==> config.mk <==
export PLATFORM = sky130hd
export DESIGN_NAME = cbie_irq_enable
export DESIGN_NICKNAME = d
export VERILOG_FILES = /design/src/inc/cbie_pkg.sv /design/src/cbie_irq_enable.sv
export VERILOG_INCLUDE_DIRS = /design/src /design/src/inc
export SDC_FILE = /design/constraint.sdc
export NUM_CORES = 1
export LEC_CHECK = 0
export BUFFER_PORTS_ARGS = -buffer_cell sky130_fd_sc_hd__buf_2
export CORE_MARGIN = 4
export CORE_UTILIZATION = 30
export DETAILED_ROUTE_END_ITERATION = 8
export PLACE_DENSITY_LB_ADDON = 0.25
export SLEW_MARGIN = 20
export SYNTH_ARGS = -nofsm -noshare
export SYNTH_HDL_FRONTEND = slang
export SYNTH_SLANG_ARGS = --single-unit
==> constraint.sdc <==
create_clock -name clk_in -period 1.6 [get_ports clk_in]
set_clock_uncertainty 0.1 [all_clocks]
set_input_delay 0.16 -clock clk_in [delete_from_list [all_inputs] [get_ports clk_in]]
set_output_delay 0.16 -clock clk_in [all_outputs]
set_load 0.05 [all_outputs]
==> src/inc/cbie_defs.svh <==
// Offsets, field positions and reset values of the buffer interrupt enables
`ifndef CBIE_DEFS_SVH
`define CBIE_DEFS_SVH
`define CBIE_ADDR_W         4
`define CBIE_OFF_TX_EN      4'h0
`define CBIE_OFF_BUF_EN     4'h1
`define CBIE_OFF_GROUP      4'h2
`define CBIE_OFF_STATUS     4'h3
`define CBIE_OFF_EVENTS     4'h4
`define CBIE_TX_EN_MASK     8'h1c
`define CBIE_TX_EN_LSB      2
`define CBIE_TX_EN_RESET    8'h00
`define CBIE_BUF_EN_RESET   8'h00
`define CBIE_GROUP_RESET    8'h00
`define CBIE_GROUP_TX_BIT   4
`define CBIE_GROUP_RX_BIT   1
`define CBIE_PROG_LSB       2
`define CBIE_RX_EN_LSB      0
`define CBIE_STATUS_TX_BIT  0
`define CBIE_STATUS_RX_BIT  1
`define CBIE_RDATA_RESET    8'h00
`endif

==> src/inc/cbie_pkg.sv <==
// Types shared by the buffer interrupt enable block
package cbie_pkg;
    typedef enum logic [1:0] {
        CBIE_MODE_LEGACY = 2'b00,
        CBIE_MODE_ENH1   = 2'b01,
        CBIE_MODE_ENH2   = 2'b10,
        CBIE_MODE_RSVD   = 2'b11
    } cbie_mode_t;
endpackage : cbie_pkg

==> src/cbie_irq_enable.sv <==
// Per-buffer interrupt enable gating for the CAN message buffers
//
// Operation
// - Both enable registers exist only in enhanced modes 1 and 2.
// - Transmit enable bits 4..2 enable transmit buffers 2, 1, 0.
// - Transmit enable bits 7..5 and 1..0 ignore writes, read zero.
// - Transmit buffer interrupt also needs the transmit group enable.
// - Buffer enable bits 7..2 enable programmable buffers 5..0.
// - Buffer enable bits 1..0 enable dedicated receive buffers 1, 0.
// - Buffer interrupt needs the matching transmit or receive group enable.
// - Transmit group enable low blocks every transmit buffer interrupt.
// - Receive group enable low blocks every receive buffer interrupt.
// - Any-transmit flag sets in modes 1 and 2 when any transmit buffer completes.
`include "cbie_defs.svh"
`timescale 1ns/100ps
`default_nettype none
module cbie_irq_enable
    import cbie_pkg::*;
#(
    parameter int NUM_TX   = 3,
    parameter int NUM_PROG = 6,
    parameter int NUM_RX   = 2
) (
    // Clock and reset
    input  wire logic                    clk_in,
    input  wire logic                    reset_in,
    // Register port
    input  wire logic [`CBIE_ADDR_W-1:0] addr_in,
    input  wire logic [7:0]              wdata_in,
    input  wire logic                    wr_in,
    input  wire logic                    rd_in,
    output logic      [7:0]              rdata_out,
    // Controller mode
    input  wire logic [1:0]              mode_in,
    // Buffer events, one-cycle pulses from the controller
    input  wire logic [NUM_TX-1:0]       tx_done_in,
    input  wire logic [NUM_PROG-1:0]     prog_tx_done_in,
    input  wire logic [NUM_PROG-1:0]     prog_rx_done_in,
    input  wire logic [NUM_RX-1:0]       rx_done_in,
    // Interrupt requests and flags
    output logic                         tx_irq_out,
    output logic                         rx_irq_out,
    output logic                         any_tx_done_flag_out,
    output logic                         any_rx_done_flag_out
);
    // Mode decode, shared by write gating, read masking and requests
    function automatic logic is_enhanced(
        input cbie_mode_t m
    );
        return (m == CBIE_MODE_ENH1) || (m == CBIE_MODE_ENH2);
    endfunction : is_enhanced

    // Register index decode, used once per register
    function automatic logic index_hit(
        input logic [`CBIE_ADDR_W-1:0] index,
        input logic [`CBIE_ADDR_W-1:0] target
    );
        return index == target;
    endfunction : index_hit

    // Register state
    logic [7:0]          tx_buffer_irq_enables;
    logic [7:0]          buffer_irq_enables_0;
    logic [7:0]          periph_irq_enable_3;
    logic                any_tx_done_flag;
    logic                any_rx_done_flag;

    // Next values
    logic [7:0]          next_tx_buffer_irq_enables;
    logic [7:0]          next_buffer_irq_enables_0;
    logic [7:0]          next_periph_irq_enable_3;
    logic                next_any_tx_done_flag;
    logic                next_any_rx_done_flag;
    logic [7:0]          next_rdata;

    // Mode
    cbie_mode_t          mode;
    logic                enh_mode;

    // Index decode and write strobes
    logic                sel_tx_en;
    logic                sel_buf_en;
    logic                sel_group;
    logic                sel_status;
    logic                sel_events;
    logic                wr_tx_en;
    logic                wr_buf_en;
    logic                wr_group;
    logic                wr_status;

    // Enable fields
    logic [NUM_TX-1:0]   tx_buf_individual_enable;
    logic [NUM_PROG-1:0] prog_buf_individual_enable;
    logic [NUM_RX-1:0]   dedicated_rx_buf_enable;
    logic                tx_group_enable;
    logic                rx_group_enable;

    // Per-buffer gated events
    logic [NUM_TX-1:0]   tx_buf_hit;
    logic [NUM_PROG-1:0] prog_tx_hit;
    logic [NUM_PROG-1:0] prog_rx_hit;
    logic [NUM_RX-1:0]   rx_buf_hit;
    logic                tx_hit;
    logic                rx_hit;
    logic                tx_any_event;
    logic                rx_any_event;

    // Flag set and clear terms
    logic                tx_flag_set;
    logic                tx_flag_clear;
    logic                rx_flag_set;
    logic                rx_flag_clear;

    // Read paths
    logic [7:0]          rd_tx_en;
    logic [7:0]          rd_buf_en;
    logic [7:0]          rd_status;
    logic [7:0]          rd_events;

    assign mode     = cbie_mode_t'(mode_in);
    // Legacy and reserved modes hide both enable registers
    assign enh_mode = is_enhanced(mode);

    assign sel_tx_en  = index_hit(addr_in, `CBIE_OFF_TX_EN);
    assign sel_buf_en = index_hit(addr_in, `CBIE_OFF_BUF_EN);
    assign sel_group  = index_hit(addr_in, `CBIE_OFF_GROUP);
    assign sel_status = index_hit(addr_in, `CBIE_OFF_STATUS);
    assign sel_events = index_hit(addr_in, `CBIE_OFF_EVENTS);

    assign wr_tx_en  = wr_in && sel_tx_en && enh_mode;
    assign wr_buf_en = wr_in && sel_buf_en && enh_mode;
    assign wr_group  = wr_in && sel_group;
    assign wr_status = wr_in && sel_status;

    // Unimplemented bits never store, so no read mask can be forgotten
    assign next_tx_buffer_irq_enables =
        wr_tx_en ? (wdata_in & `CBIE_TX_EN_MASK)
                 : tx_buffer_irq_enables;
    assign next_buffer_irq_enables_0 =
        wr_buf_en ? wdata_in : buffer_irq_enables_0;
    assign next_periph_irq_enable_3 =
        wr_group ? wdata_in : periph_irq_enable_3;

    assign tx_buf_individual_enable =
        tx_buffer_irq_enables[`CBIE_TX_EN_LSB +: NUM_TX];
    assign prog_buf_individual_enable =
        buffer_irq_enables_0[`CBIE_PROG_LSB +: NUM_PROG];
    assign dedicated_rx_buf_enable =
        buffer_irq_enables_0[`CBIE_RX_EN_LSB +: NUM_RX];
    assign tx_group_enable =
        periph_irq_enable_3[`CBIE_GROUP_TX_BIT];
    assign rx_group_enable =
        periph_irq_enable_3[`CBIE_GROUP_RX_BIT];

    // One gate per buffer; programmable buffers count by event direction
    genvar gi;
    generate
        for (gi = 0; gi < NUM_TX; gi = gi + 1) begin : g_tx_buf
            assign tx_buf_hit[gi] =
                tx_done_in[gi] && tx_buf_individual_enable[gi];
        end
        for (gi = 0; gi < NUM_PROG; gi = gi + 1) begin : g_prog_buf
            assign prog_tx_hit[gi] =
                prog_tx_done_in[gi]
                && prog_buf_individual_enable[gi];
            assign prog_rx_hit[gi] =
                prog_rx_done_in[gi]
                && prog_buf_individual_enable[gi];
        end
        for (gi = 0; gi < NUM_RX; gi = gi + 1) begin : g_rx_buf
            assign rx_buf_hit[gi] =
                rx_done_in[gi] && dedicated_rx_buf_enable[gi];
        end
    endgenerate

    assign tx_hit = (|tx_buf_hit) || (|prog_tx_hit);
    assign rx_hit = (|rx_buf_hit) || (|prog_rx_hit);
    assign tx_any_event = (|tx_done_in) || (|prog_tx_done_in);
    assign rx_any_event = (|rx_done_in) || (|prog_rx_done_in);

    // Group enable low overrides every individual enable
    assign tx_irq_out =
        enh_mode && tx_group_enable && tx_hit;
    assign rx_irq_out =
        enh_mode && rx_group_enable && rx_hit;

    // Set beats clear, so an event in the clearing cycle is never lost
    assign tx_flag_set   = enh_mode && tx_any_event;
    assign tx_flag_clear = wr_status && !wdata_in[`CBIE_STATUS_TX_BIT];
    assign rx_flag_set   = enh_mode && rx_any_event;
    assign rx_flag_clear = wr_status && !wdata_in[`CBIE_STATUS_RX_BIT];

    assign next_any_tx_done_flag =
        tx_flag_set   ? 1'b1 :
        tx_flag_clear ? 1'b0 :
                        any_tx_done_flag;
    assign next_any_rx_done_flag =
        rx_flag_set   ? 1'b1 :
        rx_flag_clear ? 1'b0 :
                        any_rx_done_flag;

    assign any_tx_done_flag_out = any_tx_done_flag;
    assign any_rx_done_flag_out = any_rx_done_flag;

    // Enable registers keep contents outside modes 1/2 but read as zero
    assign rd_tx_en =
        enh_mode ? (tx_buffer_irq_enables & `CBIE_TX_EN_MASK)
                 : 8'h00;
    assign rd_buf_en =
        enh_mode ? buffer_irq_enables_0 : 8'h00;
    assign rd_status =
        {6'h00, any_rx_done_flag, any_tx_done_flag};
    assign rd_events =
        {6'h00, rx_irq_out, tx_irq_out};

    // Read data is zero except in the cycle after a read strobe
    assign next_rdata =
        !rd_in     ? 8'h00 :
        sel_tx_en  ? rd_tx_en :
        sel_buf_en ? rd_buf_en :
        sel_group  ? periph_irq_enable_3 :
        sel_status ? rd_status :
        sel_events ? rd_events :
                     8'h00;

    always_ff @(posedge clk_in or posedge reset_in) begin
        if (reset_in) begin
            tx_buffer_irq_enables <= `CBIE_TX_EN_RESET;
        end else begin
            tx_buffer_irq_enables <= next_tx_buffer_irq_enables;
        end
    end

    always_ff @(posedge clk_in or posedge reset_in) begin
        if (reset_in) begin
            buffer_irq_enables_0 <= `CBIE_BUF_EN_RESET;
        end else begin
            buffer_irq_enables_0 <= next_buffer_irq_enables_0;
        end
    end

    always_ff @(posedge clk_in or posedge reset_in) begin
        if (reset_in) begin
            periph_irq_enable_3 <= `CBIE_GROUP_RESET;
        end else begin
            periph_irq_enable_3 <= next_periph_irq_enable_3;
        end
    end

    always_ff @(posedge clk_in or posedge reset_in) begin
        if (reset_in) begin
            any_tx_done_flag <= 1'b0;
        end else begin
            any_tx_done_flag <= next_any_tx_done_flag;
        end
    end

    always_ff @(posedge clk_in or posedge reset_in) begin
        if (reset_in) begin
            any_rx_done_flag <= 1'b0;
        end else begin
            any_rx_done_flag <= next_any_rx_done_flag;
        end
    end

    always_ff @(posedge clk_in or posedge reset_in) begin
        if (reset_in) begin
            rdata_out <= `CBIE_RDATA_RESET;
        end else begin
            rdata_out <= next_rdata;
        end
    end

    // Requests are combinational, so they appear in the event cycle
    // itself; a downstream controller that needs a clean level must
    // register them on its own side.

    // Programmable buffers share one enable for both directions; a
    // buffer switched between transmit and receive keeps its enable.

    // Reserved mode is treated like legacy mode: nothing is gated on.

endmodule : cbie_irq_enable
`default_nettype wire

== After elaboration in Yosys (flattened, before gate mapping) ==
Index checks and enable logic that the tools add are counted.
Widths: inputs -> output; s select.

* Bits of input ports: 35
* Word-level logic and storage cells: 73
* Flip-flop bits (word level): 29
* Output and inout port bits: 12

* Reduce and logical (&&, ||, !) cells: 49
* Muxes and demuxes: 12
* Equality and inequality tests: 6

{| class="wikitable"
|+ Operator list
! kind !! number
|-
| $mux 8 || 5
|-
| $logic_and 1x1->1 || 31
|-
| $reduce_or 6->1 || 4
|-
| $eq 4x2->1 const B || 2
|-
| $reduce_or 3->1 || 2
|-
| $logic_or 1x1->1 || 5
|-
| $mux 5 || 1
|-
| $eq 4x1->1 const B || 1
|-
| $eq 4x3->1 const B || 1
|-
| $logic_not 4->1 || 1
|-
| $mux 1 || 4
|-
| $mux 2 || 2
|-
| $reduce_bool 2->1 || 2
|-
| $reduce_or 2->1 || 2
|-
| $eq 2x1->1 const B || 1
|-
| $eq 2x2->1 const B || 1
|-
| $logic_not 1->1 || 2
|}

== Depth between registers and ports, before layout ==
* Word-level depth: 10
* Depth in mapped cells: 5
* Mapped depth without buffers: 4

== Least setup slack after synthesis ==
OpenSTA, ideal clock, no wires.

* Kind: register to output
* From: register buffer_irq_enables_0[3]
* To: output tx_irq_out
* Arrival time: 1.388 ns
* Cell stages (with the launch flop): 4
* Data required time: 1.340 ns
* Path slack: -0.048 ns
* Path buffers: 0
* Cell sequence: dfrtp_1 a22o_1 a221oi_1 a31oi_1

* Longest elaborated chain between the ends: 4

{| class="wikitable"
|+ RTL lines
! what !! RTL line !! RTL
|-
| start, declared || cbie_irq_enable.sv:63 || <nowiki>logic [7:0] buffer_irq_enables_0;</nowiki>
|-
| start signal, assigned || cbie_irq_enable.sv:236 || <nowiki>buffer_irq_enables_0 <= `CBIE_BUF_EN_RESET;</nowiki>
|-
| start signal, assigned || cbie_irq_enable.sv:238 || <nowiki>buffer_irq_enables_0 <= next_buffer_irq_enables_0;</nowiki>
|-
| $logic_and 1x1->1 || cbie_irq_enable.sv:165 || <nowiki>&& prog_buf_individual_enable[gi];</nowiki>
|-
| $reduce_or 6->1 || cbie_irq_enable.sv:176 || <nowiki>assign tx_hit = (|tx_buf_hit) || (|prog_tx_hit);</nowiki>
|-
| $logic_or 1x1->1 || cbie_irq_enable.sv:176 ||
|-
| $logic_and 1x1->1 || cbie_irq_enable.sv:183 || <nowiki>enh_mode && tx_group_enable && tx_hit;</nowiki>
|-
| end, declared || cbie_irq_enable.sv:41 || <nowiki>output logic tx_irq_out,</nowiki>
|}

Every way passes these cells.

== Worst setup path in the final report ==
* From: register buffer_irq_enables_0[2]
* To: output tx_irq_out

The elaborated chain is that of the path after synthesis.

==> results.md <==
- Switching Power: 0.0006432 W
- RSZ-0062 raised after global routing: yes
- Status: finished, violations left
- Total wire length: 4109 um
- CP endpoint kind: output port
- Critical Path AT: 1.47 ns
- Total CTS buffers: 5
- Yosys warns: 0
- Fraction of registers with async set/reset: 1.000
- GRT Total Usage: 0.1463
- Core Area: 4474 um^2
- Top-count cell post-synth: dfrtp_1
- Register area share after synthesis: 0.5115
- Placed cell count: 220
- Critical path type: register to output port
- Drt initial violations: approximately 140
- Post-synth EDFFs: 0
- CTS tree: done
- Starting density of the core: 0.3171
- Synth cell count leaders: dfrtp_1 (29), mux2_2 (11), a22oi_1 (9), nand2_1 (9), mux2_4 (8)
- Synth Instances: roughly 120
- Drc violations: 0
- CP top delay family: compound AO/OA/AOI/OAI gates
- Worst Path Required: 1.34 ns
- Failing checks: setup timing
- Int Power: 0.001797 W
- Die ar.: 5894 um^2
- Fill cells: 407
- Congestion Overflow GR: 0
- Sequence of cells on the critical path: a222oi_1, buf_4, a31oi_2, buf_6
- Startpoint types: register
- Non-Filler Instances: 240
- Initial DRT Pass Iterations: 6
- Max-cap viol count: 0
- PD cells: 1199 nW/um^2
- Post-layout min period: 1.725 ns
- Post-Syn Nets: 150
- Worst-path maximum fanout: 3
- Final HPWL from detailed placement: 3113 um
- Diode count: 0
- Worst IR Drop VDD: 0.4126 mV
- Count of input and output buffers: 46
- Mapped Area: roughly 1400 um^2
- Synth top area cells: dfrtp_1 (51%), mux2_2 (8.7%), mux2_4 (8.5%), a22oi_1 (4.8%), a222oi_1 (2.8%)
- Flop pwr share: 0.391
- Clk_lat worst skew: approximately 0.28 ns
- Routed WL per cell: 17.12 um
- Pin slew with the least headroom to its limit: 0.3845 ns
- Die H: 76.77 um
- Clock power share: 0.371
- Reg clk slew, reported paths: approximately 0.070 ns
- Nets@finish: 222
- Post-route ant nets: 0
- Vias in the first global route: 1338
- Mean number of vias per cell: between 5 and 6
- Crit-path slowest cell: dfrtp_1
- Max incr delay on CP: about 0.42 ns
- Final WS setup: -0.1253 ns
- Sw Share: 0.2635
- Maximum number of pins on one net before global-route repair: 30
- H-tree depth: 2
- First-pass GRT wire length: 6658 um
- Rel. slew slack: 0.7436
- Die width: 76.77 um
- Top cell type's share of synthesized area: 0.5115
- Max-slew violation count: 0
- Final Cycle Share: 1.078
- CTS Sinks: 29
- Area leader, netlist: dfrtp_1
- Layout Utilization: 0.4550
- Crit path buf inv count: 2
- Design area: 2036 um^2
- Share of layout cells above drive strength 1: 0.5266
- Leakage power: 0.9842 nW
- Type of the most critical hold path: input port to register
- Dpl cell area: 1772 um^2
- Yosys cell types: 32
- Clock Path Buffers: 2
- Routability cong.: around 0.87
- Main synth FF type: dfrtp_1
- Fmax achieved: 0.5796 GHz
- Num ports: 47
- Final Hold Viols: 0
- Initial antenna violation count: 0
- Avg Cell Area, Syn: 12.34 um^2
- Comb pwr share: 0.238
- Clock Root Buffer: clkbuf_8
- Row cnt: 24
- Endpoints failing setup: 3
- Via Count: 1262
- Post-Place Worst Slack: 0.03213 ns
- Layout area overhead: 43.47%
- Post-synthesis sequential element count: 29
-- metal layers --
layer  GRT usage  share of wire
met5           0              0
met3     0.04450          0.049
met1      0.1669           0.41
met2      0.2448           0.53
met4     0.07790          0.014
-- what timing repair did --
item                                    4_1_cts  5_1_grt
pin swaps                                     4        3
gates resized for setup                       5        2
hold buffers                                  2        0
hold endpoints to repair                     30        0
endpoints found under the setup margin        2        3
buffers inserted                              6        4
-- cells by family (layout without fill, tap and decap cells) --
family | Yosys count | count (layout) | synth area share
AND/OR/NAND/NOR | 35 | 35 | 0.1455
buffers and inverters | 4 | 77 | 0.01675
flip-flops | 29 | 29 | 0.5115
multiplexers | 19 | 19 | 0.1720
XOR/XNOR | 1 | 1 | 0.01147
AO/OA/AOI/OAI | 27 | 27 | 0.1429
-- registers in the layout, summed over array words and instances, names as in the netlist --
| register | cells |
|---|---|
| periph_irq_enable_3 | 8 |
| buffer_irq_enables_0 | 8 |
| tx_buffer_irq_enables | 3 |
| any_tx_done_flag_out | 1 |
| any_rx_done_flag_out | 1 |
| rdata_out | 8 |
-- power by group through the flow --
stage / Sequential [W] / Clock, W / Combinational (W)
after floorplan: 0.000944 / 0 / 0.000270
after global placement: 0.000971 / 0 / 0.000430
after detailed placement: 0.000969 / 0 / 0.000439
after CTS: 0.000951 / 0.000924 / 0.000524
final: 0.000955 / 0.000905 / 0.000580
after global routing: 0.000966 / 0.000970 / 0.000628
-- path summary, 6_finish.rpt --
check,end,slack (ns),from,cells after the start
hold / removal,periph_irq_enable_3[5],0.03,wdata_in[5],2
max in group asynchronous,tx_buffer_irq_enables[2],0.75,reset_in,4
setup reg to reg,rdata_out[0],-0.09,buffer_irq_enables_0[2],7
setup / recovery,tx_irq_out,-0.13,buffer_irq_enables_0[2],4
hold reg to reg,periph_irq_enable_3[5],0.41,periph_irq_enable_3[5],1
min in group asynchronous,rdata_out[7],0.39,reset_in,4
-- cell type report --
class / instances / area (um^2) / share of cell area
tap: 52 / 65.06 / 0.03196
multi-input combinational: 82 / 698.2 / 0.3430
inverter: 2 / 7.507 / 0.003688
clock inverter: 3 / 65.06 / 0.03196
clock buffer: 5 / 68.82 / 0.03380
sequential: 29 / 725.7 / 0.3565
timing repair buffer: 67 / 405.4 / 0.1991
-- metrics by stage --
step	hold slack, ns	TNS [ns]	power [W]
2_1_floorplan	0.1299	0	0.001214
6_report	0.02793	-0.3061	0.002441
3_5_place_dp	0.1484	0	0.001408
3_3_place_gp	0.1396	0	0.001401
4_1_cts	0.01641	-0.2714	0.002399
5_1_grt	0.008673	-0.4846	0.002564
-- placed cells by master, fill, tap and decap left out, types with 3 or more instances in the layout --
master    Yosys  layout
buf_4         0      19
buf_2         0      44
a222oi_1      4       4
nand4_1       3       3
dfrtp_1      29      29
mux2_4        8       8
a22oi_1       9       8
nor2_1        7       7
clkbuf_8      0       5
nor2b_1       4       4
nand2_1       9       9
o21ai_0       4       4
mux2_2       11      11
No activity file was read; power rests on OpenSTA's default activity.
